$ cat config.mk
export PLATFORM = sky130hd
export DESIGN_NAME = spid_core
export DESIGN_NICKNAME = d
export VERILOG_FILES = /design/src/pkg/spid_pkg.sv /design/src/hdl/spid_core.sv /design/src/hdl/spid_pin_sync.sv
export VERILOG_INCLUDE_DIRS = /design/src /design/src/pkg
export SDC_FILE = /design/constraint.sdc
export NUM_CORES = 1
export LEC_CHECK = 0
export BUFFER_PORTS_ARGS = -buffer_cell sky130_fd_sc_hd__buf_4
export CORE_MARGIN = 10
export CORE_UTILIZATION = 45
export CTS_CLUSTER_SIZE = 16
export DETAILED_ROUTE_END_ITERATION = 10
export GPL_TIMING_DRIVEN = 0
export SETUP_SLACK_MARGIN = 0.15
export SLEW_MARGIN = 20
export SYNTH_ARGS = -nofsm -noshare
export SYNTH_HDL_FRONTEND = slang
export SYNTH_HIERARCHICAL = 1
export SYNTH_SLANG_ARGS = --single-unit
$ cat constraint.sdc
create_clock -name CLK_I -period 3.9 [get_ports CLK_I]
set_input_delay 0.78 -clock CLK_I [delete_from_list [all_inputs] [get_ports CLK_I]]
set_output_delay 0.78 -clock CLK_I [all_outputs]
set_load 0.01 [all_outputs]
$ cat src/pkg/spid_regs.svh
// spid_regs.svh: opcodes, status bit positions, id codes and reset values
// assumes: included by the package and the design modules of the spid block
`ifndef SPID_REGS_SVH
`define SPID_REGS_SVH

// opcodes
`define SPID_OP_STATUS_WRITE_ARM 8'h50
`define SPID_OP_STATUS_REG_WRITE 8'h01
`define SPID_OP_WRITE_ENABLE_CMD 8'h06
`define SPID_OP_STD_ID_READ      8'h9F
`define SPID_OP_LEGACY_ID_A      8'h90
`define SPID_OP_LEGACY_ID_B      8'hAB

// status register field positions
`define SPID_SR_WRITE_LATCH      1
`define SPID_SR_PROTECT_LO       2
`define SPID_SR_PROTECT_HI       5
`define SPID_SR_PROTECT_LOCK     7

// status reset value: protect level all set, lock clear
`define SPID_PROTECT_RESET       4'hF
`define SPID_LOCK_RESET          1'b0

// identification codes, values arbitrary
`define SPID_ID_MANUFACTURER     8'hA5
`define SPID_ID_MEM_TYPE         8'h3C
`define SPID_ID_CAPACITY         8'h14

// legacy address length and standard id length, in bits
`define SPID_LEGACY_ADDR_BITS    24
`define SPID_STD_ID_BITS         24

`endif

$ cat src/pkg/spid_pkg.sv
// spid_pkg.sv: types of the spid block
// assumes: spid_regs.svh on the include path
package spid_pkg;
`include "spid_regs.svh"

   typedef enum logic [2:0] {
      SPID_OPCODE,
      SPID_WR_DATA,
      SPID_STD_ID,
      SPID_LEG_ADDR,
      SPID_LEG_ID,
      SPID_IGNORE
   } spid_phase_t;

endpackage : spid_pkg

$ cat src/hdl/spid_core.sv
// spid_core.sv: status protection write sequence and id readout of a serial flash
// assumes: pins come straight from the board, CLK_I at least 4x the serial clock
`timescale 1ns/1ps

// Behaviour
// arm instruction opens protection bits for one following status write only
// host sends status write right after the arm instruction
// host frames arm opcode in chip select; device acts at deselect
// status write updates four protect level bits and lock bit
// host frames opcode and data; device commits on chip select rise
// write-protect low and lock set: status write changes no status bit but still ends the arming
// write-protect low: lock may go 0 to 1, never 1 to 0
// write-protect high: lock disabled, all bits rewritable
// permission judged from lock and write-protect just before chip select rises
// permitted write may set lock and change levels together
// opcode 9F shifts manufacturer byte, memory type byte, capacity byte
// chip select rise stops identification output at any bit
// opcodes 90 and AB start legacy id, followed by 24 address bits
// legacy id: address 0 gives manufacturer, address 1 device code
// legacy id alternates both bytes until chip select rises
// host should prefer legacy id when several flash versions may fit
// write enable also arms status write; latch cleared when a status write with a full data byte ends
// arm cancelled if next instruction is not a status write
// input sampled on clock rise, output changes on clock fall
module spid_core
   import spid_pkg::*;
(
   // clock and reset
   input  wire logic       CLK_I,
   input  wire logic       RST_I,
   // serial pins
   input  wire logic       CS_N_I,
   input  wire logic       SCK_I,
   input  wire logic       SI_I,
   input  wire logic       WP_N_I,
   output logic            SO_O,
   output logic            SO_OE_N_O,
   // status shown to the array logic
   output logic [3:0]      PROTECT_LEVEL_O,
   output logic            PROTECT_LOCK_O,
   output logic            WRITE_LATCH_O,
   output logic            STATUS_ARMED_O
);
`include "spid_regs.svh"

   ////////////////////////////////////////////////////////////////////////////
   // pin synchronisers
   logic cs_n;
   logic cs_rise;
   logic sck_rise;
   logic sck_fall;
   logic si;
   logic wp_n;

   spid_pin_sync u_cs (
      .clk_i         (CLK_I),
      .rst_i         (RST_I),
      .pin_i         (CS_N_I),
      .reset_level_i (1'b1),
      .level_o       (cs_n),
      .rise_o        (cs_rise),
      .fall_o        ()
   );

   spid_pin_sync u_sck (
      .clk_i         (CLK_I),
      .rst_i         (RST_I),
      .pin_i         (SCK_I),
      .reset_level_i (1'b0),
      .level_o       (),
      .rise_o        (sck_rise),
      .fall_o        (sck_fall)
   );

   spid_pin_sync u_si (
      .clk_i         (CLK_I),
      .rst_i         (RST_I),
      .pin_i         (SI_I),
      .reset_level_i (1'b0),
      .level_o       (si),
      .rise_o        (),
      .fall_o        ()
   );

   spid_pin_sync u_wp (
      .clk_i         (CLK_I),
      .rst_i         (RST_I),
      .pin_i         (WP_N_I),
      .reset_level_i (1'b1),
      .level_o       (wp_n),
      .rise_o        (),
      .fall_o        ()
   );

   ////////////////////////////////////////////////////////////////////////////
   // state
   spid_phase_t phase;
   logic [4:0]  bit_cnt;
   logic [7:0]  shift_in;
   logic [7:0]  opcode;
   logic [7:0]  wr_data;
   logic        wr_data_full;
   logic [23:0] out_shift;
   logic        leg_sel;
   logic [2:0]  leg_bits;
   logic [3:0]  protect_level;
   logic        protect_lock;
   logic        write_latch;
   logic        arm_status;
   logic        arm_pending;
   logic        so;
   logic        so_oe_n;

   // byte complete on this sample edge
   wire         in_active   = ~cs_n & ~cs_rise;
   wire         sample      = in_active & sck_rise;
   wire [7:0]   next_byte   = {shift_in[6:0], si};
   wire         byte_done   = sample & (bit_cnt[2:0] == 3'h7);

   // opcode decode
   wire         op_arm      = next_byte == `SPID_OP_STATUS_WRITE_ARM;
   wire         op_write_enable_cmd     = next_byte == `SPID_OP_WRITE_ENABLE_CMD;
   wire         op_status_reg_write     = next_byte == `SPID_OP_STATUS_REG_WRITE;
   wire         op_std_id   = next_byte == `SPID_OP_STD_ID_READ;
   wire         op_leg_id   = (next_byte == `SPID_OP_LEGACY_ID_A) |
                              (next_byte == `SPID_OP_LEGACY_ID_B);
   // status write allowed only while armed by either enabling instruction
   wire         status_reg_write_armed  = arm_status | write_latch;

   // permission from lock and write-protect just before deselect
   wire         wr_blocked  = ~wp_n & protect_lock;
   wire         wr_commit   = cs_rise & (phase == SPID_WR_DATA) &
                              wr_data_full & status_reg_write_armed;
   // lock may be set but not cleared while write-protect is low
   wire         next_lock   = wp_n ? wr_data[`SPID_SR_PROTECT_LOCK]
                                   : (protect_lock | wr_data[`SPID_SR_PROTECT_LOCK]);
   wire [3:0]   next_level  = wr_data[`SPID_SR_PROTECT_HI:`SPID_SR_PROTECT_LO];

   // id byte streams
   wire [23:0]  std_id_word = {`SPID_ID_MANUFACTURER, `SPID_ID_MEM_TYPE, `SPID_ID_CAPACITY};
   wire [7:0]   leg_byte0   = `SPID_ID_MANUFACTURER;
   wire [7:0]   leg_byte1   = `SPID_ID_CAPACITY;
   // legacy readout flips to the other byte after each eighth output bit
   wire         leg_wrap    = sck_fall & (phase == SPID_LEG_ID) & (leg_bits == 3'h7);
   wire [7:0]   leg_next    = leg_sel ? leg_byte0 : leg_byte1;

   ////////////////////////////////////////////////////////////////////////////
   // input shifting and phase tracking
   always_ff @(posedge CLK_I or posedge RST_I) begin
      if (RST_I) begin
         phase        <= SPID_OPCODE;
         bit_cnt      <= 5'h00;
         shift_in     <= 8'h00;
         opcode       <= 8'h00;
         wr_data      <= 8'h00;
         wr_data_full <= 1'b0;
         leg_sel      <= 1'b0;
      end else if (cs_n | cs_rise) begin
         // deselect ends every command
         phase        <= SPID_OPCODE;
         bit_cnt      <= 5'h00;
         wr_data_full <= 1'b0;
      end else if (sample) begin
         shift_in <= next_byte;
         bit_cnt  <= bit_cnt + 5'h01;
         unique case (phase)
            SPID_OPCODE: begin
               if (byte_done) begin
                  opcode  <= next_byte;
                  bit_cnt <= 5'h00;
                  if (op_status_reg_write) begin
                     phase <= SPID_WR_DATA;
                  end else if (op_std_id) begin
                     phase <= SPID_STD_ID;
                  end else if (op_leg_id) begin
                     phase <= SPID_LEG_ADDR;
                  end else begin
                     phase <= SPID_IGNORE;
                  end
               end
            end
            SPID_WR_DATA: begin
               if (byte_done & ~wr_data_full) begin
                  wr_data      <= next_byte;
                  wr_data_full <= 1'b1;
               end
            end
            SPID_LEG_ADDR: begin
               if (bit_cnt == 5'(`SPID_LEGACY_ADDR_BITS - 1)) begin
                  leg_sel <= si;
                  phase   <= SPID_LEG_ID;
                  bit_cnt <= 5'h00;
               end
            end
            SPID_STD_ID,
            SPID_LEG_ID,
            SPID_IGNORE: begin
               bit_cnt <= 5'h00;
            end
         endcase
      end else if (leg_wrap) begin
         leg_sel <= ~leg_sel;
      end
   end

   ////////////////////////////////////////////////////////////////////////////
   // arming and status register
   always_ff @(posedge CLK_I or posedge RST_I) begin
      if (RST_I) begin
         arm_status    <= 1'b0;
         arm_pending   <= 1'b0;
         write_latch   <= 1'b0;
         protect_level <= `SPID_PROTECT_RESET;
         protect_lock  <= `SPID_LOCK_RESET;
      end else begin
         // full opcode seen: remember it, act at deselect
         if (byte_done & (phase == SPID_OPCODE)) begin
            arm_pending <= op_arm | op_write_enable_cmd;
            if (~op_status_reg_write) begin
               arm_status <= 1'b0;
            end
         end
         if (cs_rise) begin
            arm_pending <= 1'b0;
            if (arm_pending & (opcode == `SPID_OP_STATUS_WRITE_ARM)) begin
               arm_status <= 1'b1;
            end else if (arm_pending & (opcode == `SPID_OP_WRITE_ENABLE_CMD)) begin
               write_latch <= 1'b1;
            end else if (phase == SPID_WR_DATA) begin
               // phase, not a stale opcode, marks a status write frame
               // any ended status write clears arm_status; write_latch only once a data byte completed
               arm_status <= 1'b0;
               if (wr_commit) begin
                  write_latch <= 1'b0;
                  if (~wr_blocked) begin
                     protect_level <= next_level;
                     protect_lock  <= next_lock;
                  end
               end
            end
         end
      end
   end

   ////////////////////////////////////////////////////////////////////////////
   // serial output, changes on the falling clock
   wire out_phase = (phase == SPID_STD_ID) | (phase == SPID_LEG_ID);

   always_ff @(posedge CLK_I or posedge RST_I) begin
      if (RST_I) begin
         out_shift <= 24'h000000;
         so        <= 1'b0;
         so_oe_n   <= 1'b1;
      end else if (cs_n | cs_rise) begin
         so_oe_n <= 1'b1;
         so      <= 1'b0;
      end else if (sample & byte_done & (phase == SPID_OPCODE) & op_std_id) begin
         out_shift <= std_id_word;
      end else if (sample & (phase == SPID_LEG_ADDR) &
                   (bit_cnt == 5'(`SPID_LEGACY_ADDR_BITS - 1))) begin
         out_shift <= {si ? leg_byte1 : leg_byte0, 16'h0000};
      end else if (sck_fall & out_phase) begin
         so_oe_n <= 1'b0;
         so      <= out_shift[23];
         if (leg_wrap) begin
            // wrap to the other byte after each eight bits
            out_shift <= {leg_next, 16'h0000};
         end else begin
            out_shift <= {out_shift[22:0], 1'b0};
         end
      end
   end

   // legacy bit counter on output side
   always_ff @(posedge CLK_I or posedge RST_I) begin
      if (RST_I) begin
         leg_bits <= 3'h0;
      end else if (phase != SPID_LEG_ID) begin
         leg_bits <= 3'h0;
      end else if (sck_fall) begin
         leg_bits <= leg_bits + 3'h1;
      end
   end

   ////////////////////////////////////////////////////////////////////////////
   // outputs
   always_ff @(posedge CLK_I or posedge RST_I) begin
      if (RST_I) begin
         SO_O            <= 1'b0;
         SO_OE_N_O       <= 1'b1;
         PROTECT_LEVEL_O <= `SPID_PROTECT_RESET;
         PROTECT_LOCK_O  <= `SPID_LOCK_RESET;
         WRITE_LATCH_O   <= 1'b0;
         STATUS_ARMED_O  <= 1'b0;
      end else begin
         SO_O            <= so;
         SO_OE_N_O       <= so_oe_n;
         PROTECT_LEVEL_O <= protect_level;
         PROTECT_LOCK_O  <= protect_lock;
         WRITE_LATCH_O   <= write_latch;
         STATUS_ARMED_O  <= arm_status;
      end
   end

endmodule : spid_core

$ cat src/hdl/spid_pin_sync.sv
// spid_pin_sync.sv: two-stage synchroniser plus edge finder for serial pins
// assumes: pins are asynchronous to CLK_I; edges are one cycle pulses
`timescale 1ns/1ps
module spid_pin_sync
   import spid_pkg::*;
(
   input  wire logic clk_i,
   input  wire logic rst_i,
   input  wire logic pin_i,
   input  wire logic reset_level_i,
   output logic      level_o,
   output logic      rise_o,
   output logic      fall_o
);
   logic meta;
   logic sync;
   logic prev;
   logic seen_a;
   logic seen_b;

   // first stage read only by the second
   always_ff @(posedge clk_i or posedge rst_i) begin
      if (rst_i) begin
         meta <= 1'b0;
         sync <= 1'b0;
      end else begin
         meta <= pin_i;
         sync <= meta;
      end
   end

   // idle level shown until both stages hold a real sample, so no false edge follows reset
   always_ff @(posedge clk_i or posedge rst_i) begin
      if (rst_i) begin
         seen_a <= 1'b0;
         seen_b <= 1'b0;
         prev   <= 1'b0;
      end else begin
         seen_a <= 1'b1;
         seen_b <= seen_a;
         prev   <= level_o;
      end
   end

   assign level_o = seen_b ? sync : reset_level_i;
   assign rise_o  = seen_b & level_o & ~prev;
   assign fall_o  = seen_b & ~level_o & prev;

endmodule : spid_pin_sync

==> results of run 1 <==
==> layout make-up <==
class | count | area, um2 | share of cell area
Multi-Input combinational cell | 225 | 1430 | 0.330
Inverter | 13 | 51.3 | 0.0118
Tap cell | 105 | 131 | 0.0303
Timing Repair Buffer | 15 | 133 | 0.0306
Sequential cell | 92 | 2310 | 0.534
Clock inverter | 7 | 82.6 | 0.0191
Clock buffer | 9 | 124 | 0.0286
Buffer | 16 | 66.3 | 0.0153
==> critical path, stage by stage, from the launching register on <==
cell and delay [ns]:
dfrtp_1 0.38, mux2_4 0.33, nor2_2 0.35, nand2_1 0.35
nor3_2 0.58, clkbuf_1 0.44, nor2_1 0.09
==> state kept, by name, summed over array words and instances, names as in the netlist, 3 cells and up <==
name,flops
PROTECT_LEVEL_O,4
bit_cnt,5
leg_bits,3
opcode,8
out_shift,22
phase,3
protect_level,4
shift_in,7
wr_data,5
==> routing by layer <==
metal,wire length (um),vias up,GRT usage
li1,-,1235,-
met1,3640,1238,0.165
met2,3040,38,0.167
met3,249,13,0.0282
met4,141,0,0.0533
met5,0,-,0
==> power groups by stage <==
stage                     Clock (mW)  Sequential, mW  Combinational [mW]
after floorplan                    0            1.03               0.125
after global placement             0            1.04               0.162
after detailed placement           0            1.04               0.172
after CTS                      0.679            1.03               0.172
after global routing           0.720            1.03               0.191
final                          0.662            1.03               0.168
==> how the worst min path moves through the flow <==
stage	cells after the start	end
floorplan	0	u_cs/seen_b
global placement	0	u_sck/seen_b
detailed placement	0	u_cs/seen_b
CTS	2	u_si/sync
global route	2	u_wp/seen_a
finish	2	u_si/meta
==> placed cells by master, fill, tap and decap left out, types with 3 or more instances in the layout <==
master,count
a21oi_1,9
a221oi_1,6
a22o_1,3
a22oi_1,11
a2bb2oi_1,3
a31oi_1,3
and3_1,4
and3b_2,3
buf_2,5
buf_4,14
clkbuf_1,11
clkbuf_8,9
conb_1,8
dfrtp_1,82
dfstp_2,10
ha_1,4
inv_1,12
mux2_2,16
mux2_4,4
nand2_1,49
nand2b_1,3
nand3_1,9
nand4b_1,3
nor2_1,29
nor3_1,4
o21ai_0,10
or2_2,3
==> metrics by stage <==
stage                     total power, mW  worst slack (ns)  utilization  cells
after CTS                            1.88              1.28        0.525    482
after global placement               1.20             0.249        0.496    465
after detailed placement             1.22              1.32        0.500    466
final                                1.86              1.25        0.525    482
after global routing                 1.94              1.02        0.525    482
after floorplan                      1.16              1.25            -    346
==> results.json, run 1 <==
{
  "clock_path_buffers": 2,
  "r2r_end": "out_shift[17]",
  "worst_r2r_startpoint": "u_cs/seen_b",
  "io_buffers": 14,
  "hold_ws_ns": 0.328,
  "clk_latency_ns": 0.36,
  "path_max_fanout": 10,
  "cts_buffers": 9,
  "reg2reg_depth": 6,
  "die_area_mm2": 0.0127,
  "switchingPower_mw": 0.492,
  "drive_gt1_frac": 0.215,
  "required_ns": 4.14,
  "path_clk_slew_ns": 0.09,
  "seqPwrFrac": 0.553,
  "p_int_mw": 1.36,
  "post_synth.cell_area_avg_um2": 11.2,
  "netlist_instances": 344,
  "start_util": 0.467,
  "io_pins": 15,
  "antenna_left": 0,
  "vias_per_cell": 5.24,
  "die_w_um": 113,
  "ir_worst_vdd_v": 0.000232,
  "num-fill-cells": 752,
  "wl_um": 7070,
  "htreeDepth": 3,
  "die_y_um": 113,
  "grt_pass1_vias": 2605,
  "drtIter0Drc": 125,
  "nets": 382,
  "final-setup-viol-count": 0,
  "slew_headroom": 0.541,
  "leakagePower_nw": 2.07,
  "area_growth_pct": 12.5,
  "placed_area_mm2": 0.00413,
  "firstDrtPassIters": 4,
  "worstSetupStartpoint": "u_cs/seen_b",
  "dp_hpwl_um": 4950,
  "worst-r2r-setup-slack_ns": 1.25,
  "synth_warnings": 6,
  "coreArea_mm2": 0.00826,
  "critPathArrivalTime_ns": 2.89,
  "period_needed_ns": 2.65,
  "power.density_mw_per_mm2": 428,
  "root_buffer": "clkbuf_8",
  "totalNegativeSetupSlack_ns": 0,
  "grt-ovfl-total": 0,
  "worst_slew_pin_slew_ns": 0.683,
  "pwr-share-clk": 0.356,
  "route.detailed.drc": 0,
  "placementRows": 33,
  "cts_sinks": 92,
  "rsz0062_at_grt": "false",
  "fmax_mhz": 377,
  "antenna_found_initial": 0,
  "grt_first_pass_wirelength_um": 12500,
  "cp-start-kind": "flip-flop",
  "wl_per_cell_um": 14.7,
  "ctsHoldBuffers": 0,
  "grt_usage": 0.118,
  "finClkSkew_ns": 0.0171,
  "gp_congestion": 0.782,
  "via_count": 2524,
  "endpoint_kind": "flip-flop",
  "finalCritPeriodShare": 0.680,
  "drv_slew": 0,
  "endpoint": "out_shift[17]",
  "switching_share": 0.265,
  "comb_power_share": 0.091,
  "outcome": "complete, no violations",
  "syn-cell-area_mm2": 0.00385,
  "post_cts.repair.setup_buffers": 0,
  "grt_max_degree": 51,
  "final_area_mm2": 0.00433,
  "path_class": "flip-flop to flip-flop",
  "cts_tree": "built",
  "min-delay-path-class": "input pin to asynchronous set/reset pin",
  "drv_cap": 0,
  "antenna_cells": 0,
  "cts-resized-gates": 0,
  "hold_violations": 0
}
Note: power is estimated with default switching activity, not from simulation.
==> run 2, diff against run 1 <==
clock period = 2.3 ns   (was 3.9 ns; I/O delays follow)
==> run 2 against run 1 <==
Setup slack worse by 0.97 ns. Sequential cell count unchanged. Fmax up 31%. Critical path depth decreased by 1. Power increased by 70%. Global-route usage shrank 0.056 points. Combinational power is 86% higher. Clock skew fell by 0.0064 ns. First-iteration DRC count is 24% lower.
==> results.json, run 2 (synthesized netlist as in run 1, its figures left out) <==
{
  "io_buffers": 14,
  "path_class": "flip-flop to flip-flop",
  "layout_common_cells": "dfrtp_1 (82), nand2_1 (48), nor2_1 (27), buf_4 (23), mux2_2 (16)",
  "slew_headroom": 0.662,
  "antenna_found_initial": 0,
  "outcome": "complete, no violations",
  "wl_per_cell_um": 14.7,
  "endpoint_kind": "flip-flop",
  "rsz0062_at_grt": "false",
  "hold_violations": 0,
  "top_register": "out_shift",
  "hold_ws_ns": 0.192,
  "drv_slew": 0,
  "firstDrtPassIters": 4,
  "multi_input_area_mm2": 0.00154,
  "worstSetupStartpoint": "phase[2]",
  "min-delay-path-class": "input pin to flip-flop",
  "io_pins": 15,
  "ir_worst_vdd_v": 0.000471,
  "placementRows": 33,
  "grt_pass1_vias": 2510,
  "htreeDepth": 3,
  "grt-ovfl-total": 0,
  "path_cells": "clkbuf_1 -> nor3b_1 -> nand3_1 -> nor3_4 -> mux2_2",
  "worst_slew_pin_slew_ns": 0.503,
  "finalPower_mw": 3.16,
  "route.detailed.drc": 0,
  "die_y_um": 113,
  "nets": 390,
  "die_w_um": 113,
  "max_stage_delay_ns": 0.42,
  "totalNegativeSetupSlack_ns": 0,
  "path_buf_inv": 1,
  "dp_hpwl_um": 5090,
  "critPathArrivalTime_ns": 2.30,
  "die_area_mm2": 0.0127,
  "coreArea_mm2": 0.00826,
  "cts_tree": "built",
  "pre_cts_ws_ns": -0.284,
  "cts_sinks": 92,
  "via_count": 2566,
  "placed_area_mm2": 0.00418,
  "clk_latency_ns": 0.37,
  "seqPwrFrac": 0.552,
  "final-setup-viol-count": 0,
  "finClkSkew_ns": 0.0107,
  "finalCoreUtilization": 0.553,
  "vias_per_cell": 5.24,
  "final_common_cell": "dfrtp_1",
  "largest_register_ffs": 22,
  "path_clk_slew_ns": 0.11,
  "hold_path.startpoint": "SI_I",
  "seq_area_mm2": 0.00231,
  "p_int_mw": 2.24,
  "final_cells": 490,
  "gp_congestion": 0.781,
  "grt_first_pass_wirelength_um": 12300,
  "drv_cap": 0,
  "cp-start-kind": "flip-flop",
  "switchingPower_mw": 0.915,
  "grt_max_degree": 25,
  "dp.cells": 468,
  "power.density_mw_per_mm2": 691,
  "area_growth_pct": 18.5,
  "reg.largest.list": "out_shift (22), opcode (8), shift_in (7)",
  "antenna_cells": 0,
  "clock_path_buffers": 2,
  "cts_buffers": 9,
  "drtIter0Drc": 95,
  "critPathSlowestCell": "nor3b_1",
  "wl_um": 7200,
  "antenna_left": 0,
  "leakagePower_nw": 2.17,
  "drive_gt1_frac": 0.275,
  "finalCritPeriodShare": 0.880,
  "pwr-share-clk": 0.349,
  "grt_usage": 0.117,
  "path_max_fanout": 9,
  "comb_power_share": 0.099,
  "fmax_mhz": 494,
  "final_area_mm2": 0.00457,
  "setup_slack_ns": 0.276,
  "crit_family": "simple AND/OR/NAND/NOR gates",
  "period_needed_ns": 2.02,
  "switching_share": 0.290,
  "start_util": 0.467,
  "root_buffer": "clkbuf_8",
  "worst_r2r_startpoint": "phase[2]",
  "num-fill-cells": 726,
  "required_ns": 2.57,
  "worst-r2r-setup-slack_ns": 0.28
}
==> run 2: changes by cell type in the layout (fill, tap and decap cells not counted), sizes merged <==
cell | before | now
dlygate4sd3 | 0 | 1
buf | 20 | 31
bufinv | 1 | 0
clkbuf | 20 | 16
clkinvlp | 1 | 2
==> run 2: area by class of cell <==
| cell class | count | share of cell area |
|---|---|---|
| inverter | 13 | 0.0115 |
| tap | 105 | 0.0288 |
| clock buffer | 9 | 0.0271 |
| sequential | 92 | 0.507 |
| timing repair buffer | 26 | 0.0564 |
| multi-input combinational | 225 | 0.336 |
| buffer | 13 | 0.0159 |
| clock inverter | 7 | 0.0175 |
==> run 2: repair_timing <==
item	4_1_cts	5_1_grt
gates resized for setup	9	22
hold buffers	1	0
pin swaps	1	4
endpoints found under the hold margin	8	0
setup buffers	1	7
gates cloned	0	0
setup endpoints to repair	30	34
==> run 2: power by group through the flow <==
stage	registers (mW)	clock network (mW)	logic, mW
floorplan	1.75	0	0.213
CTS	1.74	1.12	0.307
finish	1.74	1.10	0.313
global placement	1.77	0	0.274
global route	1.75	1.19	0.350
detailed placement	1.77	0	0.298
==> run 2: final timing paths <==
kind                           endpoint  cells after the start
setup / recovery           protect_lock                      5
hold / removal                u_si/meta                      1
setup reg to reg           protect_lock                      5
hold reg to reg              u_sck/sync                      0
max in group asynchronous       so_oe_n                      6
min in group asynchronous   u_wp/seen_a                      3
==> run 2: layer usage <==
layer  GRT usage  wire (um)  vias to the layer above
li1            -          -                     1258
met1       0.163       3590                     1248
met2       0.169       3200                       48
met3      0.0261        289                       12
met4      0.0541        120                        0
met5           0          0                        -
